--- src/hdl/mtbs_regs.svh ---
// Constants for the multi-transfer bus sequencer
`ifndef MTBS_REGS_SVH
`define MTBS_REGS_SVH
`define SZ_BYTE 2'h0
`define SZ_HALF 2'h1
`define SZ_WORD 2'h2
`define SZ_RSVD 2'h3
`define STEP_WIDE 32'h4
`define STEP_NARROW 32'h2
`define WORD_STEP 32'h4
`define PC_REG 4'hf
`define LINK_REG 4'he
`endif

--- src/hdl/mtbs_pkg.sv ---
// Types shared by the multi-transfer bus sequencer
`default_nettype none
package mtbs_pkg;
  typedef enum logic [1:0] {
    OP_LOAD = 2'b00,
    OP_STORE = 2'b01,
    OP_SWAP = 2'b10,
    OP_EXC = 2'b11
  } op_kind_t;
  typedef enum logic [1:0] {
    EX_TRAP = 2'b00,
    EX_PREFETCH = 2'b01,
    EX_DATA = 2'b10,
    EX_OTHER = 2'b11
  } exc_kind_t;
  typedef enum logic [3:0] {
    S_IDLE = 4'b0000,
    S_LD1 = 4'b0001,
    S_LDDAT = 4'b0010,
    S_LDINT = 4'b0011,
    S_LDPC1 = 4'b0100,
    S_LDPC2 = 4'b0101,
    S_ST1 = 4'b0110,
    S_STDAT = 4'b0111,
    S_SW1 = 4'b1000,
    S_SWRD = 4'b1001,
    S_SWWR = 4'b1010,
    S_SWEND = 4'b1011,
    S_EX1 = 4'b1100,
    S_EX2 = 4'b1101,
    S_EX3 = 4'b1110
  } state_t;
endpackage
`default_nettype wire

--- src/hdl/seq_reg_picker.sv ---
// Lowest-set-register picker for transfer lists
`default_nettype none
module seq_reg_picker #(
  parameter int N = 16,
  parameter int IW = 4
)
(
  input wire logic [N-1:0] regSet, // Registers still to move
  output logic [IW-1:0] lowIdx, // Lowest listed register
  output logic [N-1:0] restSet, // List without that register
  output logic anySet // List not empty
);
  logic [N:0] seen;
  logic [N-1:0] oneHot;
  logic [IW-1:0] idxAcc [0:N];
  assign seen[0] = 1'b0;
  assign idxAcc[0] = '0;
  genvar i;
  generate
    for (i = 0; i < N; i++)
    begin : g_bit
      assign oneHot[i] = regSet[i] & ~seen[i];
      assign seen[i+1] = seen[i] | regSet[i];
      assign idxAcc[i+1] = idxAcc[i] | (oneHot[i] ? IW'(i) : '0);
    end
  endgenerate
  assign lowIdx = idxAcc[N];
  assign restSet = regSet & ~oneHot;
  assign anySet = seen[N];
endmodule // seq_reg_picker
`default_nettype wire

--- src/hdl/seq_wb_buffer.sv ---
// Two-entry write-back buffer with valid/ready on both sides
`default_nettype none
module seq_wb_buffer #(
  parameter int WIDTH = 36
)
(
  input wire logic clk, // Core clock
  input wire logic rstN, // Synchronised reset, active low
  input wire logic inValid, // Entry offered
  input wire logic [WIDTH-1:0] inData, // Entry content
  output logic inReady, // Room for an entry
  output logic outValid, // Head entry present
  output logic [WIDTH-1:0] outData, // Head entry
  input wire logic outReady // Consumer takes head
);
  logic headV_ff;
  logic tailV_ff;
  logic [WIDTH-1:0] head_ff;
  logic [WIDTH-1:0] tail_ff;
  wire pop = headV_ff & outReady;
  wire push = inValid & ~tailV_ff;
  wire headFromTail = pop & tailV_ff;
  wire headFromIn = push & (~headV_ff | (pop & ~tailV_ff));
  wire loadTail = push & headV_ff & ~pop;
  wire nxt_headV = headFromTail | headFromIn | (headV_ff & ~pop);
  wire nxt_tailV = loadTail | (tailV_ff & ~pop);
  // Ready depends only on a flop, so no path from consumer to producer
  assign inReady = ~tailV_ff;
  assign outValid = headV_ff;
  assign outData = head_ff;
  always_ff @(posedge clk or negedge rstN)
  begin
    if (!rstN)
    begin
      headV_ff <= 1'b0;
      tailV_ff <= 1'b0;
      head_ff <= '0;
      tail_ff <= '0;
    end
    else
    begin
      headV_ff <= nxt_headV;
      tailV_ff <= nxt_tailV;
      head_ff <= headFromTail ? tail_ff : (headFromIn ? inData : head_ff);
      tail_ff <= loadTail ? inData : tail_ff;
    end
  end
endmodule // seq_wb_buffer
`default_nettype wire

--- src/hdl/multi_transfer_bus_sequencer.sv ---
// Bus cycle sequencer for block transfers, swap and exception entry
`include "mtbs_regs.svh"
`default_nettype none
module multi_transfer_bus_sequencer
(
  input wire logic core_clk, // Core clock
  input wire logic reset_n, // Asynchronous reset, active low
  input wire logic opStart, // Start pulse, taken when idle
  input wire mtbs_pkg::op_kind_t opKind, // Operation to run
  input wire mtbs_pkg::exc_kind_t excKind, // Exception type
  input wire logic [15:0] regList, // Registers to transfer
  input wire logic [31:0] pcValue, // Program counter base
  input wire logic [31:0] firstAddr, // First data address
  input wire logic [31:0] updatedBase, // Base after update
  input wire logic [3:0] baseReg, // Base register number
  input wire logic [31:0] vectorAddress, // Exception vector
  input wire logic [3:0] swapDest, // Swap destination register
  input wire logic [31:0] swapSource, // Swap source value
  input wire logic swapByte, // Swap is byte sized
  input wire logic userMode, // Core in user mode
  input wire logic compressedIsaState, // 16-bit instruction state
  input wire logic [31:0] readData, // Memory read data
  input wire logic dataAbort, // Access aborted
  input wire logic [31:0] storeRegData, // Value of storeRegSel
  input wire logic regWrReady, // Register file takes write
  output logic [31:0] address, // Bus address
  output logic [1:0] accessSize, // Access size code
  output logic writeNotRead, // High for write
  output logic memoryRequestN, // Memory request, active low
  output logic consecutiveAccess, // Sequential next access
  output logic instructionFetchN, // Opcode fetch, active low
  output logic privilegedAccessN, // Low in user mode, except high for the two vector fetches
  output logic busLock, // Locked access pair
  output logic compressedIsaOut, // Instruction state shown
  output logic [31:0] writeData, // Store data
  output logic [3:0] storeRegSel, // Register to read for store
  output wire logic regWrValid, // Register write offered
  output wire logic [3:0] regWrIndex, // Register write number
  output wire logic [31:0] regWrData, // Register write value
  output logic baseWrValid, // Base write pulse
  output logic [3:0] baseWrIndex, // Base register number
  output logic [31:0] baseWrData, // Base write value
  output logic pipelineFlush, // Pipeline invalidate pulse
  output logic excEntry, // Mode change and status save
  output logic busy // Operation in progress
);
  logic rstSync1_ff;
  logic rstSync2_ff;
  wire rstN = rstSync2_ff;
  always_ff @(posedge core_clk or negedge reset_n)
  begin
    if (!reset_n)
    begin
      rstSync1_ff <= 1'b0;
      rstSync2_ff <= 1'b0;
    end
    else
    begin
      rstSync1_ff <= 1'b1;
      rstSync2_ff <= rstSync1_ff;
    end
  end

  mtbs_pkg::state_t state_ff;
  mtbs_pkg::state_t nxtState;
  mtbs_pkg::state_t stepState;
  logic [15:0] listRem_ff;
  logic [3:0] curDest_ff;
  logic aborted_ff;
  logic pcLoad_ff;
  logic cState_ff;
  logic user_ff;
  logic swapByte_ff;
  logic [31:0] pcBase_ff;
  logic [31:0] dataAddr_ff;
  logic [31:0] baseHold_ff;
  logic [31:0] newPc_ff;
  logic [31:0] vector_ff;
  logic [31:0] swapSrc_ff;
  logic [31:0] swapRead_ff;
  logic [3:0] swapDest_ff;
  logic [3:0] pickIdx;
  logic [15:0] pickRest;
  logic pickAny;
  logic [3:0] nxtSel;
  logic bufInReady;
  logic [15:0] nxtListRem;

  seq_reg_picker #(.N(16), .IW(4)) u_pick (
    .regSet(listRem_ff),
    .lowIdx(pickIdx),
    .restSet(pickRest),
    .anySet(pickAny)
  );
  seq_reg_picker #(.N(16), .IW(4)) u_pick_next (
    .regSet(nxtListRem),
    .lowIdx(nxtSel),
    .restSet(),
    .anySet()
  );

  wire isIdle = (state_ff == mtbs_pkg::S_IDLE);
  wire inLdDat = (state_ff == mtbs_pkg::S_LDDAT);
  wire inLdInt = (state_ff == mtbs_pkg::S_LDINT);
  wire inSwEnd = (state_ff == mtbs_pkg::S_SWEND);
  wire inEx1 = (state_ff == mtbs_pkg::S_EX1);
  wire inEx2 = (state_ff == mtbs_pkg::S_EX2);
  wire firstData = (state_ff == mtbs_pkg::S_LD1) || (state_ff == mtbs_pkg::S_ST1);
  wire listOp = (opKind == mtbs_pkg::OP_LOAD) || (opKind == mtbs_pkg::OP_STORE);
  wire swapInCompressed = (opKind == mtbs_pkg::OP_SWAP) && compressedIsaState;
  wire startOk = opStart && isIdle && !swapInCompressed && (!listOp || (|regList));
  wire memAccess = inLdDat || (state_ff == mtbs_pkg::S_SWRD) || (state_ff == mtbs_pkg::S_SWWR);
  wire nxtAborted = aborted_ff || (memAccess && dataAbort);
  // Cycle one is issued before the start values are held, so idle reads them live
  wire cNow = isIdle ? compressedIsaState : cState_ff;
  wire [31:0] stepL = cNow ? `STEP_NARROW : `STEP_WIDE;
  wire [31:0] startStep = compressedIsaState ? `STEP_NARROW : `STEP_WIDE;
  wire [1:0] instrSize = cNow ? `SZ_HALF : `SZ_WORD;
  wire excAfter = (excKind == mtbs_pkg::EX_DATA) || (excKind == mtbs_pkg::EX_OTHER);
  wire [31:0] excBase = excAfter ? pcValue + startStep : pcValue;
  wire [31:0] startBase = (opKind == mtbs_pkg::OP_EXC) ? excBase : pcValue;
  wire [31:0] pcPlus2 = (isIdle ? startBase : pcBase_ff) + (stepL << 1);
  wire [31:0] pcPlus3 = pcPlus2 + stepL;
  // Write-back requests share one buffer port
  wire pushLd = inLdDat && !nxtAborted;
  wire pushSw = inSwEnd && !aborted_ff;
  wire pushEx = inEx1 || inEx2;
  wire pushReq = pushLd || pushSw || pushEx;
  wire bufEmpty = !regWrValid && bufInReady;
  // Base restore must land after any queued loads, so wait for drain
  wire waitDrain = inLdInt && aborted_ff && !bufEmpty;
  wire stall = (pushReq && !bufInReady) || waitDrain;
  wire bufPush = pushReq && bufInReady;
  wire [31:0] linkVal = inEx1 ? pcBase_ff : pcBase_ff + stepL;
  wire [35:0] bufIn = pushLd ? {curDest_ff, readData} :
                      (pushSw ? {swapDest_ff, swapRead_ff} : {`LINK_REG, linkVal});
  wire enterData = !stall && ((nxtState == mtbs_pkg::S_LDDAT) || (nxtState == mtbs_pkg::S_STDAT));
  wire [31:0] nxtDataAddr = firstData ? dataAddr_ff : dataAddr_ff + `WORD_STEP;
  wire [31:0] rowDataAddr = stall ? dataAddr_ff : nxtDataAddr;
  wire rowLast = stall ? (listRem_ff == 16'h0000) : (pickRest == 16'h0000);
  wire pcTaken = pcLoad_ff && !nxtAborted;
  assign nxtListRem = startOk ? regList : (enterData ? pickRest : listRem_ff);

  seq_wb_buffer #(.WIDTH(36)) u_wb (
    .clk(core_clk),
    .rstN(rstN),
    .inValid(bufPush),
    .inData(bufIn),
    .inReady(bufInReady),
    .outValid(regWrValid),
    .outData({regWrIndex, regWrData}),
    .outReady(regWrReady)
  );

  always_comb
  begin
    stepState = state_ff;
    case (state_ff)
      mtbs_pkg::S_IDLE:
      begin
        if (startOk)
        begin
          case (opKind)
            mtbs_pkg::OP_LOAD: stepState = mtbs_pkg::S_LD1;
            mtbs_pkg::OP_STORE: stepState = mtbs_pkg::S_ST1;
            mtbs_pkg::OP_SWAP: stepState = mtbs_pkg::S_SW1;
            default: stepState = mtbs_pkg::S_EX1;
          endcase
        end
      end
      mtbs_pkg::S_LD1: stepState = mtbs_pkg::S_LDDAT;
      mtbs_pkg::S_LDDAT: stepState = pickAny ? mtbs_pkg::S_LDDAT : mtbs_pkg::S_LDINT;
      mtbs_pkg::S_LDINT: stepState = pcTaken ? mtbs_pkg::S_LDPC1 : mtbs_pkg::S_IDLE;
      mtbs_pkg::S_LDPC1: stepState = mtbs_pkg::S_LDPC2;
      mtbs_pkg::S_LDPC2: stepState = mtbs_pkg::S_IDLE;
      mtbs_pkg::S_ST1: stepState = mtbs_pkg::S_STDAT;
      mtbs_pkg::S_STDAT: stepState = pickAny ? mtbs_pkg::S_STDAT : mtbs_pkg::S_IDLE;
      mtbs_pkg::S_SW1: stepState = mtbs_pkg::S_SWRD;
      mtbs_pkg::S_SWRD: stepState = mtbs_pkg::S_SWWR;
      mtbs_pkg::S_SWWR: stepState = mtbs_pkg::S_SWEND;
      mtbs_pkg::S_SWEND: stepState = mtbs_pkg::S_IDLE;
      mtbs_pkg::S_EX1: stepState = mtbs_pkg::S_EX2;
      mtbs_pkg::S_EX2: stepState = mtbs_pkg::S_EX3;
      mtbs_pkg::S_EX3: stepState = mtbs_pkg::S_IDLE;
      default: stepState = mtbs_pkg::S_IDLE;
    endcase
    nxtState = stall ? state_ff : stepState;
  end

  // Bus row of the cycle about to start
  logic [31:0] nA;
  logic [1:0] nSz;
  logic write_not_read;
  logic nMq;
  logic nSq;
  logic nOp;
  logic nPr;
  logic nLk;
  logic nTb;
  always_comb
  begin
    nA = address;
    nSz = `SZ_WORD;
    write_not_read = 1'b0;
    nMq = 1'b1;
    nSq = 1'b0;
    nOp = 1'b1;
    nPr = isIdle ? !userMode : !user_ff;
    nLk = 1'b0;
    nTb = isIdle ? compressedIsaState : cState_ff;
    case (nxtState)
      mtbs_pkg::S_IDLE: nA = address;
      mtbs_pkg::S_LD1, mtbs_pkg::S_ST1, mtbs_pkg::S_SW1, mtbs_pkg::S_EX1:
      begin
        nA = pcPlus2;
        nSz = instrSize;
        nMq = 1'b0;
        nOp = 1'b0;
      end
      mtbs_pkg::S_LDDAT:
      begin
        nA = rowDataAddr;
        nMq = rowLast;
        nSq = !rowLast;
      end
      mtbs_pkg::S_LDINT:
      begin
        nA = pcPlus3;
        nSz = instrSize;
        nMq = 1'b0;
        nSq = !pcTaken;
      end
      mtbs_pkg::S_LDPC1, mtbs_pkg::S_LDPC2:
      begin
        nA = (nxtState == mtbs_pkg::S_LDPC1) ? newPc_ff : newPc_ff + stepL;
        nSz = instrSize;
        nMq = 1'b0;
        nSq = 1'b1;
        nOp = 1'b0;
      end
      mtbs_pkg::S_STDAT:
      begin
        nA = rowDataAddr;
        write_not_read = 1'b1;
        nMq = 1'b0;
        nSq = !rowLast;
      end
      mtbs_pkg::S_SWRD, mtbs_pkg::S_SWWR:
      begin
        nA = dataAddr_ff;
        nSz = swapByte_ff ? `SZ_BYTE : `SZ_WORD;
        write_not_read = (nxtState == mtbs_pkg::S_SWWR);
        nMq = (nxtState == mtbs_pkg::S_SWWR);
        nLk = 1'b1;
      end
      mtbs_pkg::S_SWEND:
      begin
        nA = pcPlus3;
        nMq = 1'b0;
        nSq = 1'b1;
      end
      mtbs_pkg::S_EX2, mtbs_pkg::S_EX3:
      begin
        nA = (nxtState == mtbs_pkg::S_EX2) ? vector_ff : vector_ff + `WORD_STEP;
        nMq = 1'b0;
        nSq = 1'b1;
        nOp = 1'b0;
        nPr = 1'b1;
        nTb = 1'b0;
      end
      default: nA = address;
    endcase
  end

  always_ff @(posedge core_clk or negedge rstN)
  begin
    if (!rstN)
    begin
      address <= 32'h00000000;
      accessSize <= `SZ_WORD;
      writeNotRead <= 1'b0;
      memoryRequestN <= 1'b1;
      consecutiveAccess <= 1'b0;
      instructionFetchN <= 1'b1;
      privilegedAccessN <= 1'b0;
      busLock <= 1'b0;
      compressedIsaOut <= 1'b0;
      busy <= 1'b0;
    end
    else
    begin
      address <= nA;
      accessSize <= nSz;
      writeNotRead <= write_not_read;
      memoryRequestN <= nMq;
      consecutiveAccess <= nSq;
      instructionFetchN <= nOp;
      privilegedAccessN <= nPr;
      busLock <= nLk;
      compressedIsaOut <= nTb;
      busy <= (nxtState != mtbs_pkg::S_IDLE);
    end
  end

  always_ff @(posedge core_clk or negedge rstN)
  begin
    if (!rstN)
    begin
      state_ff <= mtbs_pkg::S_IDLE;
      listRem_ff <= 16'h0000;
      curDest_ff <= 4'h0;
      storeRegSel <= 4'h0;
      aborted_ff <= 1'b0;
      dataAddr_ff <= 32'h00000000;
      writeData <= 32'h00000000;
    end
    else
    begin
      state_ff <= nxtState;
      listRem_ff <= nxtListRem;
      storeRegSel <= nxtSel;
      aborted_ff <= startOk ? 1'b0 : nxtAborted;
      curDest_ff <= enterData ? pickIdx : curDest_ff;
      dataAddr_ff <= startOk ? firstAddr : (enterData ? nxtDataAddr : dataAddr_ff);
      if (enterData && (nxtState == mtbs_pkg::S_STDAT))
        writeData <= storeRegData;
      else if (!stall && (nxtState == mtbs_pkg::S_SWWR))
        writeData <= swapSrc_ff;
    end
  end

  always_ff @(posedge core_clk or negedge rstN)
  begin
    if (!rstN)
    begin
      pcLoad_ff <= 1'b0;
      cState_ff <= 1'b0;
      user_ff <= 1'b0;
      swapByte_ff <= 1'b0;
      pcBase_ff <= 32'h00000000;
      baseHold_ff <= 32'h00000000;
      baseWrIndex <= 4'h0;
      vector_ff <= 32'h00000000;
      swapSrc_ff <= 32'h00000000;
      swapDest_ff <= 4'h0;
    end
    else if (startOk)
    begin
      pcLoad_ff <= regList[15] && (opKind == mtbs_pkg::OP_LOAD);
      cState_ff <= compressedIsaState;
      user_ff <= userMode;
      swapByte_ff <= swapByte;
      pcBase_ff <= startBase;
      baseHold_ff <= updatedBase;
      baseWrIndex <= baseReg;
      vector_ff <= vectorAddress;
      swapSrc_ff <= swapSource;
      swapDest_ff <= swapDest;
    end
  end

  always_ff @(posedge core_clk or negedge rstN)
  begin
    if (!rstN)
    begin
      newPc_ff <= 32'h00000000;
      swapRead_ff <= 32'h00000000;
      baseWrValid <= 1'b0;
      baseWrData <= 32'h00000000;
      pipelineFlush <= 1'b0;
      excEntry <= 1'b0;
    end
    else
    begin
      if (inLdDat && (curDest_ff == `PC_REG))
        newPc_ff <= readData;
      if (state_ff == mtbs_pkg::S_SWRD)
        swapRead_ff <= readData;
      baseWrValid <= (state_ff == mtbs_pkg::S_LD1) || (inLdInt && aborted_ff && !stall);
      baseWrData <= baseHold_ff;
      pipelineFlush <= inLdInt && !stall && pcTaken;
      excEntry <= isIdle && startOk && (opKind == mtbs_pkg::OP_EXC);
    end
  end
endmodule // multi_transfer_bus_sequencer
`default_nettype wire

--- config.mk ---
export PLATFORM = sky130hd
export DESIGN_NAME = multi_transfer_bus_sequencer
export DESIGN_NICKNAME = d
export VERILOG_FILES = /design/src/hdl/mtbs_pkg.sv /design/src/hdl/seq_reg_picker.sv /design/src/hdl/seq_wb_buffer.sv /design/src/hdl/multi_transfer_bus_sequencer.sv
export VERILOG_INCLUDE_DIRS = /design/src /design/src/hdl
export SDC_FILE = /design/constraint.sdc
export NUM_CORES = 1
export LEC_CHECK = 0
export ABC_AREA = 1
export ABC_CLOCK_PERIOD_IN_PS = 20800
export BUFFER_PORTS_ARGS = -buffer_cell sky130_fd_sc_hd__buf_2
export CORE_MARGIN = 2
export CORE_UTILIZATION = 40
export CTS_CLUSTER_SIZE = 12
export DETAILED_ROUTE_END_ITERATION = 12
export HOLD_SLACK_MARGIN = 0.15
export PLACE_DENSITY = 0.62
export SETUP_SLACK_MARGIN = 0.05
export SYNTH_ARGS = -nofsm -noshare
export SYNTH_HDL_FRONTEND = slang
export SYNTH_HIERARCHICAL = 1
export SYNTH_SLANG_ARGS = --single-unit
--- constraint.sdc ---
create_clock -name core_clk -period 20.8 [get_ports core_clk]
set_clock_uncertainty 0.05 [all_clocks]
set_input_delay 3.12 -clock core_clk [delete_from_list [all_inputs] [get_ports core_clk]]
set_output_delay 3.12 -clock core_clk [all_outputs]
set_load 0.005 [all_outputs]
Word level (Yosys, flattened, before mapping)
Index checks and enable logic that the tools add are counted.
Storage, ports and cells
  output and inout bits: 154
  word-level logic and storage cells: 352
  input port bits: 260
  flip-flop bits (word level): 450
Operators by class
  add/sub/neg operators: 7
  multiplexer cells: 72
  equality and inequality tests: 32
  bitwise gates (word level): 135
  reductions and logical operators: 67
Operators by type and width (count)
  $mux W32: 12
  $pmux W32 S6: 1
  $mux W36: 4
  $add A32 B3 Y32: 4
  $or A4 B4 Y4: 28
  $mux W4: 18
  $add A32 B3 Y32 const B: 2
  $eq A4 B4 Y1 const B: 14
  $pmux W4 S12: 1
  $and A1 B1 Y1: 39
  $mux W3: 12
  $not A1 Y1: 33
  $or A1 B1 Y1: 33
  $add A32 B4 Y32: 1
  $logic_not A16 Y1: 2
  $mux W16: 2
  $eq A4 B3 Y1 const B: 7
  $logic_and A1 B1 Y1: 23
  $and A16 B16 Y16: 1
  $eq A4 B2 Y1 const B: 4
  $not A16 Y16: 1
  $reduce_or A16 Y1: 1
  $logic_or A1 B1 Y1: 13
  $mux W2: 6
  20 further kinds: 51

Logic depth before layout (Yosys ltp)
Gate-level depths: netlist of the first run.
  word-level depth: 41
  depth in mapped cells: 32
  gate-level depth less buffers: 30

By module
Netlist of the first run, hierarchy kept.
Modules (own cells, without submodules)
  multi_transfer_bus_sequencer: area an instance 22985.8 um2, cells an instance 3243, sequential area each 9412.8 um2, times used 1
  seq_wb_buffer: area an instance 3502.1 um2, cells an instance 449, sequential area each 1851.8 um2, times used 1
  seq_reg_picker: area an instance 434.2 um2, cells an instance 82, sequential area each 0.0 um2, times used 2

Worst setup path after synthesis of the first run
OpenSTA, ideal clock, no wires.
  path kind: input port to flip-flop
  from: in pcValue[1]
  to: reg address[30]
  stages on the path: 23
  path slack: 14.428 ns
  data required time: 20.633 ns
  buffers on the path: 0
  arrival: 6.205 ns
  cell sequence: ha_1 -> inv_1 -> fa_1 -> o21ai_1 -> nand2_1 -> nand2_1 -> ha_1 -> fa_1 -> nand3_1 -> nand2_1 -> nand3_1 -> nor2_1 -> nand3_1 -> nor2_2 -> nand4_1 -> nor2_2 -> nand3_2 -> nor2_2 -> nand3_1 -> nand3_1 -> nand2_1 -> nand2_1 -> nand2_1
On the way
  word-level cells in the longest chain between the ends: 7
Ends and longest elaborated chain
  from (decl): line multi_transfer_bus_sequencer.sv:12  | input wire logic [31:0] pcValue,
  $add A32 B3 Y32: line multi_transfer_bus_sequencer.sv:120  | wire [31:0] excBase = excAfter ? pcValue + startStep : pcValue;
  $mux W32: line multi_transfer_bus_sequencer.sv:120
  $mux W32 (*): line multi_transfer_bus_sequencer.sv:121  | wire [31:0] startBase = (opKind == mtbs_pkg::OP_EXC) ? excBase : pcValue;
  $mux W32 (*): line multi_transfer_bus_sequencer.sv:122  | wire [31:0] pcPlus2 = (isIdle ? startBase : pcBase_ff) + (stepL << 1);
  $add A32 B4 Y32 (*): line multi_transfer_bus_sequencer.sv:122
  $add A32 B3 Y32: line multi_transfer_bus_sequencer.sv:123  | wire [31:0] pcPlus3 = pcPlus2 + stepL;
  $pmux W32 S6 (*): line multi_transfer_bus_sequencer.sv:211  | case (nxtState)
  to (signal assigned): line multi_transfer_bus_sequencer.sv:292  | address <= nA;
  to (decl): line multi_transfer_bus_sequencer.sv:26  | output logic [31:0] address,
Mark *: on every way between the ends. The rest lies on a longest branch, timed or not.
A chain may end at the register's enable or synchronous reset.

Worst setup path in the final report of the first run
  from: in dataAbort
  to: reg storeRegSel[0]
On the way
  elaborated cells between the ends (all ways): 71
RTL lines
  from (decl): line multi_transfer_bus_sequencer.sv:23  | input wire logic dataAbort,
  $logic_and A1 B1 Y1 (*): line multi_transfer_bus_sequencer.sv:113  | wire nxtAborted = aborted_ff || (memAccess && dataAbort);
  $logic_or A1 B1 Y1 (*): line multi_transfer_bus_sequencer.sv:113
  $logic_not A1 Y1 (*): line multi_transfer_bus_sequencer.sv:125  | wire pushLd = inLdDat && !nxtAborted;
  $logic_and A1 B1 Y1 (*): line multi_transfer_bus_sequencer.sv:125
  $logic_or A1 B1 Y1 (*) (2 in a row): line multi_transfer_bus_sequencer.sv:128  | wire pushReq = pushLd || pushSw || pushEx;
  $logic_and A1 B1 Y1 (*): line multi_transfer_bus_sequencer.sv:132  | wire stall = (pushReq && !bufInReady) || waitDrain;
  $logic_or A1 B1 Y1 (*): line multi_transfer_bus_sequencer.sv:132
  $mux W4 (*): line multi_transfer_bus_sequencer.sv:187  | nxtState = stall ? state_ff : stepState;
  net nxtState[0]: line multi_transfer_bus_sequencer.sv:65  | mtbs_pkg::state_t nxtState;
  [5 not listed]
  net nxtListRem[2]: line multi_transfer_bus_sequencer.sv:87  | logic [15:0] nxtListRem;
  [1 not listed]
  $not A1 Y1 or $or A1 B1 Y1 (tied branches): line seq_reg_picker.sv:22, seq_reg_picker.sv:23
  $and A1 B1 Y1 or $or A1 B1 Y1 (tied branches): line seq_reg_picker.sv:22, seq_reg_picker.sv:23
  $mux W2, or another cell as far along: line seq_reg_picker.sv:24  | assign idxAcc[i+1] = idxAcc[i] | (oneHot[i] ? IW'(i) : '0);
  $or A4 B4 Y4, or another cell as far along (10 in a row): line seq_reg_picker.sv:24
  $or A4 B4 Y4 or $and A1 B1 Y1 (tied branches): line seq_reg_picker.sv:24, seq_reg_picker.sv:22
  $or A4 B4 Y4 or $mux W4 (tied branches): line seq_reg_picker.sv:24
  $or A4 B4 Y4 (*): line seq_reg_picker.sv:24
  net nxtSel[0]: line multi_transfer_bus_sequencer.sv:85  | logic [3:0] nxtSel;
  to (signal assigned): line multi_transfer_bus_sequencer.sv:321  | storeRegSel <= nxtSel;
  to (decl): line multi_transfer_bus_sequencer.sv:36  | output logic [3:0] storeRegSel,
Mark *: on every way through the listed nets, which the timed path passes. The rest lies on a longest branch.

==> impl_results.md, run 1 <==
- Die Area: 0.0702 sq mm
- Max rail drop VDD: between 100 and 150 uV
- Clk_lat worst skew: 630 ps
- Total track usage: 27.3%
- Grt ovf: 0
- Initial DRC Count: about 2.8k
- Vias in the first global route: ~25k
- Number of cell rows: 95
- Synth Warn #: 6
- Power per Cell Area: approximately 160 mW/mm^2
- Worst path max stage delay: approximately 640 ps
- Die height: 265 um
- Drt total wl: ~97000 um
- Multi-input logic area: roughly 0.014 sq mm
- CTS Buf Count: 53
- Post-Syn Area: 0.0272 sq mm
- 1st-pass router iterations: 6
- Critical Path End Type: register
- Initial antenna violation count: 6
- Fmax achieved: 128 MHz
- Slowest stage cell, crit path: nand2_1
- RSZ-0062 raised after global routing: no
- Global placement routability congestion: approximately 0.96
- Min Tclk post-route: 7830 ps
- HPWL after detailed placement: around 72000 um
- CP Max Fanout: 62
- Fill cell count: 6909
- Setup bufs post-CTS: 0
- Worst Path Class, Setup: input pin to register
- Post-CTS Hold Buffers: 0
- Post-Place Setup Slack: roughly 12000 ps
- Register area: about 0.011 sq mm
- I/O pins: approximately 410
- Root Buffer Master: clkbuf_16
- DRC: 0
- Share of layout cells above drive strength 1: 16.5%
- Pin count of the biggest net entering global routing: about 170
- Synth Instances: approximately 3.8k
- CTS sink count: 450
- Post-cts resize count: 0
- Hold/Removal Path Class: register to asynchronous set/reset pin
- H-tree depth: 2
- Maximum root-to-sink buffer count: 3
- Initial core utilization: between 40% and 50%
- Kind of cell adding the most delay to the critical path: simple AND/OR/NAND/NOR gates
- Run status: complete, no violations
- Tightest Pin Transition: 1060 ps
- P&R area growth vs syn: 16.1%
- Core region area: ~0.067 sq mm
- CP required: 21260 ps
- Final setup margin: 12970 ps
- Avg WL per Cell: roughly 19 um
- Most frequent cells in the layout: 1250 x nand2_1, 446 x dfrtp_1, 412 x buf_2, 361 x inv_1, 326 x o21ai_0
- Via density: between 5 and 6
- Commonest non-fill, non-tap cell in the layout: nand2_1
- Startpoint types: input pin
- Net count, final: ~4.4k
- Relative slew slack: 29.3%
- Lkg Pwr: 16.3 nW
- Final Cycle Share: 37.6%
- CP arrival: 8290 ps
- Final Hold Viols: 0
- Die width: 265 um
- Max_cap viols: 0
- Via count: between 20k and 30k
- CTS tree: yes
- Worst path bufs/invs: 7
- Sum of negative setup slack: 0 ps
- Syn Nets: 4106
- Most used cell, CP: nand2_1
- Flop-to-flop setup slack: between 10000 and 15000 ps
- Max-slew violation count: 0
- IO buf count: approximately 410
- ANT nets after route: 0
- Setup-failing EPs final: 0
- First-pass GRT wire length: approximately 150000 um
- Post-synthesis average cell area: 7.11 sq um
- Clk slew on worst S/H paths: roughly 60 ps
[registers in the layout, summed over array words and instances, names as in the netlist, 16 cells and up]
register / cells
writeData: 32
baseHold_ff: 32
baseWrData: 32
newPc_ff: 32
address: 32
swapSrc_ff: 32
swapRead_ff: 32
u_wb/outData: 36
pcBase_ff: 32
dataAddr_ff: 32
u_wb/tail_ff: 36
listRem_ff: 16
vector_ff: 32
[through the flow]
| step | cells | total power [mW] | hold slack (ps) | utilization [%] | instance area [sq um] |
|---|---|---|---|---|---|
| global placement | 4969 | 4.19 | 221 | 44.4 | 29800 |
| floorplan | 3830 | 3.35 | 281 | - | 27200 |
| CTS | 5062 | 5.19 | 231 | 47.0 | 31600 |
| detailed placement | 4969 | 4.22 | 227 | 44.4 | 29800 |
| global route | 5063 | 5.61 | 249 | 47.0 | 31600 |
| finish | 5063 | 5.21 | 210 | 47.0 | 31600 |
[metal layers]
| metal | GRT usage [%] | share of wire (%) | vias to the layer above |
|---|---|---|---|
| li1 | - | - | 13100 |
| met2 | 43.5 | 46 | 997 |
| met5 | 0 | 0.055 | - |
| met1 | 38.1 | 44 | 12700 |
| met3 | 5.35 | 8.1 | 140 |
| met4 | 6.57 | 2.5 | 8 |
[final cells by class]
cell class / count / area share (%)
diodes: 1 / 0.00792
clock buffers: 78 / 4.97
clock inverters: 15 / 0.606
inverters: 398 / 4.76
multi-input cells: 2814 / 43.4
flip-flops and latches: 450 / 35.7
well taps: 873 / 3.46
repair buffers: 434 / 7.13
[report_power, final]
part,internal (mW),leakage (nW),switching [mW]
Clock,0.559,0.860,0.395
Combinational,0.840,9.96,1.89
Sequential,1.27,5.44,0.259
[final timing paths]
path,startpoint,depth (start not counted),end
min in group core_clk,rstSync1_ff,0,rstN
min reg2reg,rstN,0,vector_ff[0]
max,dataAbort,26,storeRegSel[0]
max reg2reg,state_ff[2],25,storeRegSel[0]
min,rstN,0,vector_ff[0]
max in group asynchronous,rstN,2,u_wb/outData[6]
No activity file was read; power rests on OpenSTA's default activity.
==> inputs of run 2 (changes only) <==
- ABC_AREA: 1 -> 0
- ABC_CLOCK_PERIOD_IN_PS: 20800 -> 8000
- PLACE_DENSITY: 0.62 -> 0.63
- clock period: 20.8 -> 8 ns (I/O delays scaled with it)
==> impl_results.md, run 2 <==
- 1st-pass router iterations: 6 (unchanged)
- Min Tclk post-route: between 6000 and 7000 ps
- Sum of negative setup slack: 0 ps (unchanged)
- HPWL after detailed placement: 65900 um (-8.7%)
- Startpoint types: input pin
- FF-to-FF End: address[24]
- Via count: 23.0k (-15%)
- Most frequent cells in the layout: 634 x nand2_1, 446 x dfrtp_1, 412 x buf_2, 183 x o21ai_0, 174 x nor2_1
- Critical Path End Type: register
- CP arrival: 6900 ps (-1390 ps)
- Post-synthesis average cell area: 8.95 sq um (+26%)
- CP Max Fanout: 10 (-84%)
- DRC: 0 (unchanged)
- Global placement routability congestion: 0.955 (-0.84%)
- Final setup margin: 1580 ps (-11390 ps)
- Slowest stage cell, crit path: or4_1
- Post-cts resize count: 0 (unchanged)
- Die width: 257 um (-3.1%)
- RR Startpoint: state_ff[1]
- Initial core utilization: 40.5% (about the same)
- Clk_lat worst skew: 620 ps (about the same)
- Share of layout cells above drive strength 1: 23.7% (+7.1 points)
- Tightest Pin Transition: 1080 ps (+18.7 ps)
- First-pass GRT wire length: 133000 um (-10%)
- Hold/Removal Path Class: register to register
- Final Cycle Share: between 80% and 90%
- Via density: 5.64 (+5.9%)
- Post-CTS Hold Buffers: 0 (unchanged)
- Flop-to-flop setup slack: 1690 ps (-12700 ps)
- Fmax achieved: 156 MHz
- Avg WL per Cell: 21.5 um (+13%)
- Relative slew slack: 27.9% (-1.4 points)
- Lkg Pwr: 13.7 nW (-16%)
- Worst Path Class, Setup: input pin to register
- Die height: 257 um (-3.1%)
- ANT nets after route: 0 (unchanged)
- Pin count of the biggest net entering global routing: 182 (+5.2%)
- Power per Cell Area: 422 mW/mm^2 (+160%)
- CTS tree: yes
- IO buf count: 412 (unchanged)
- Post-Place Setup Slack: 998 ps (-11440 ps)
- Max rail drop VDD: 280 uV (+150%)
- Die Area: 0.0659 sq mm (-6.1%)
- Syn Nets: 3130 (-24%)
- Critical path launch point: compressedIsaState
- Max-slew violation count: 0 (unchanged)
- Max_cap viols: 0 (unchanged)
- RSZ-0062 raised after global routing: no
- Vias in the first global route: 21.6k (-14%)
- I/O pins: 414 (unchanged)
- Synth Warn #: 6 (unchanged)
- Drt total wl: 88000 um (-9.2%)
- Number of cell rows: 92 (-3.2%)
- Setup bufs post-CTS: 0 (unchanged)
- CTS Buf Count: 52 (-1.9%)
- Root Buffer Master: clkbuf_16
- Post-Syn Area: 0.0256 sq mm (-6.2%)
- Net count, final: 3466 (-22%)
- Commonest non-fill, non-tap cell in the layout: nand2_1
- Synth Instances: 2854 (-25%)
- Maximum root-to-sink buffer count: 3 (unchanged)
- Setup-failing EPs final: 0 (unchanged)
- H-tree depth: 2 (unchanged)
- P&R area growth vs syn: 17.6%
- Total track usage: 26.0% (-1.2 points)
- Initial antenna violation count: 15 (+9)
- Worst R2R Path Depth: 14 (-44%)
- Initial DRC Count: 2135 (-23%)
- Worst-path cell chain: buf_2, ha_1, inv_1, fa_1, nand4b_4, xor2_1, o21ai_0, fa_1, nor4b_2, nand3b_1, or4_1, and2_1, or4_4, or4_1, or4b_1, a31oi_1
- Clk slew on worst S/H paths: 60 ps (about the same)
- Run status: complete, no violations
- Final core occ: 47.6% (+0.67 points)
- CP required: 8480 ps (-12780 ps)
- Worst path max stage delay: 630 ps (about the same)
- Worst setup path endpoint: address[24]
- Grt ovf: 0 (unchanged)
- Core region area: 0.0631 sq mm (-6.2%)
- Final Hold Viols: 0 (unchanged)
- CTS sink count: 450 (unchanged)
- Hold slack: 295 ps (+85.7 ps)
-- run 2: cell count changes in the layout (fill, tap and decap cells not counted), moves of 83 or more --
cell,delta
nor2_1,-83
nand3_1,-215
mux2_2,+98
o21ai_0,-143
inv_1,-312
nand2_1,-616
-- run 2: worst min path at each step --
stage,from,endpoint,slack (ps),cells past startpoint
6_report,rstSync1_ff,rstN,300,0
5_1_grt,reset_n,rstN,300,1
4_1_cts,reset_n,rstN,300,1
3_5_place_dp,rstSync1_ff,rstN,290,0
3_3_place_gp,rstSync1_ff,rstN,280,0
2_1_floorplan,rstSync1_ff,rstN,280,0
-- run 2: report_power, final --
part / total, mW / switching (mW) / leakage, nW / internal, mW
registers: 4.11 / 0.859 / 5.63 / 3.25
clock network: 2.38 / 1.01 / 0.836 / 1.38
logic: 6.19 / 3.85 / 7.24 / 2.34
total: 12.7 / 5.72 / 13.7 / 6.97
-- run 2: cell type report --
cell class	count	area (sq um)
Sequential cell	450	11300
Clock buffer	74	1500
Tap cell	846	1060
Antenna cell	10	25.0
Timing Repair Buffer	446	2330
Fill cell	6267	33000
Clock inverter	20	201
Inverter	51	191
Multi-Input combinational cell	2189	13500
-- run 2: metrics by stage --
step | std cells | power (mW) | cell area, sq um
4_1_cts | 4076 | 12.6 | 30000
5_1_grt | 4085 | 13.5 | 30100
3_3_place_gp | 3982 | 10.1 | 28300
6_report | 4086 | 12.7 | 30100
2_1_floorplan | 2854 | 8.04 | 25600
3_5_place_dp | 3982 | 10.2 | 28300
-- run 2: critical path, delay by kind of cell --
kind | cells | cell delay, ps
buffers and inverters | 2 | 210
and+or+nand+nor | 8 | 3700
AOI/OAI and AO/OA | 2 | 470
xor gates and xnor gates | 1 | 210
adders and majority gates | 3 | 1110
-- run 2: layer usage --
metal	vias up	track usage [%]	wire length, um
li1	10900	-	-
met1	11100	37.6	39600
met2	913	38.6	38400
met3	163	4.48	6460
met4	0	10.5	3560
met5	-	0	0
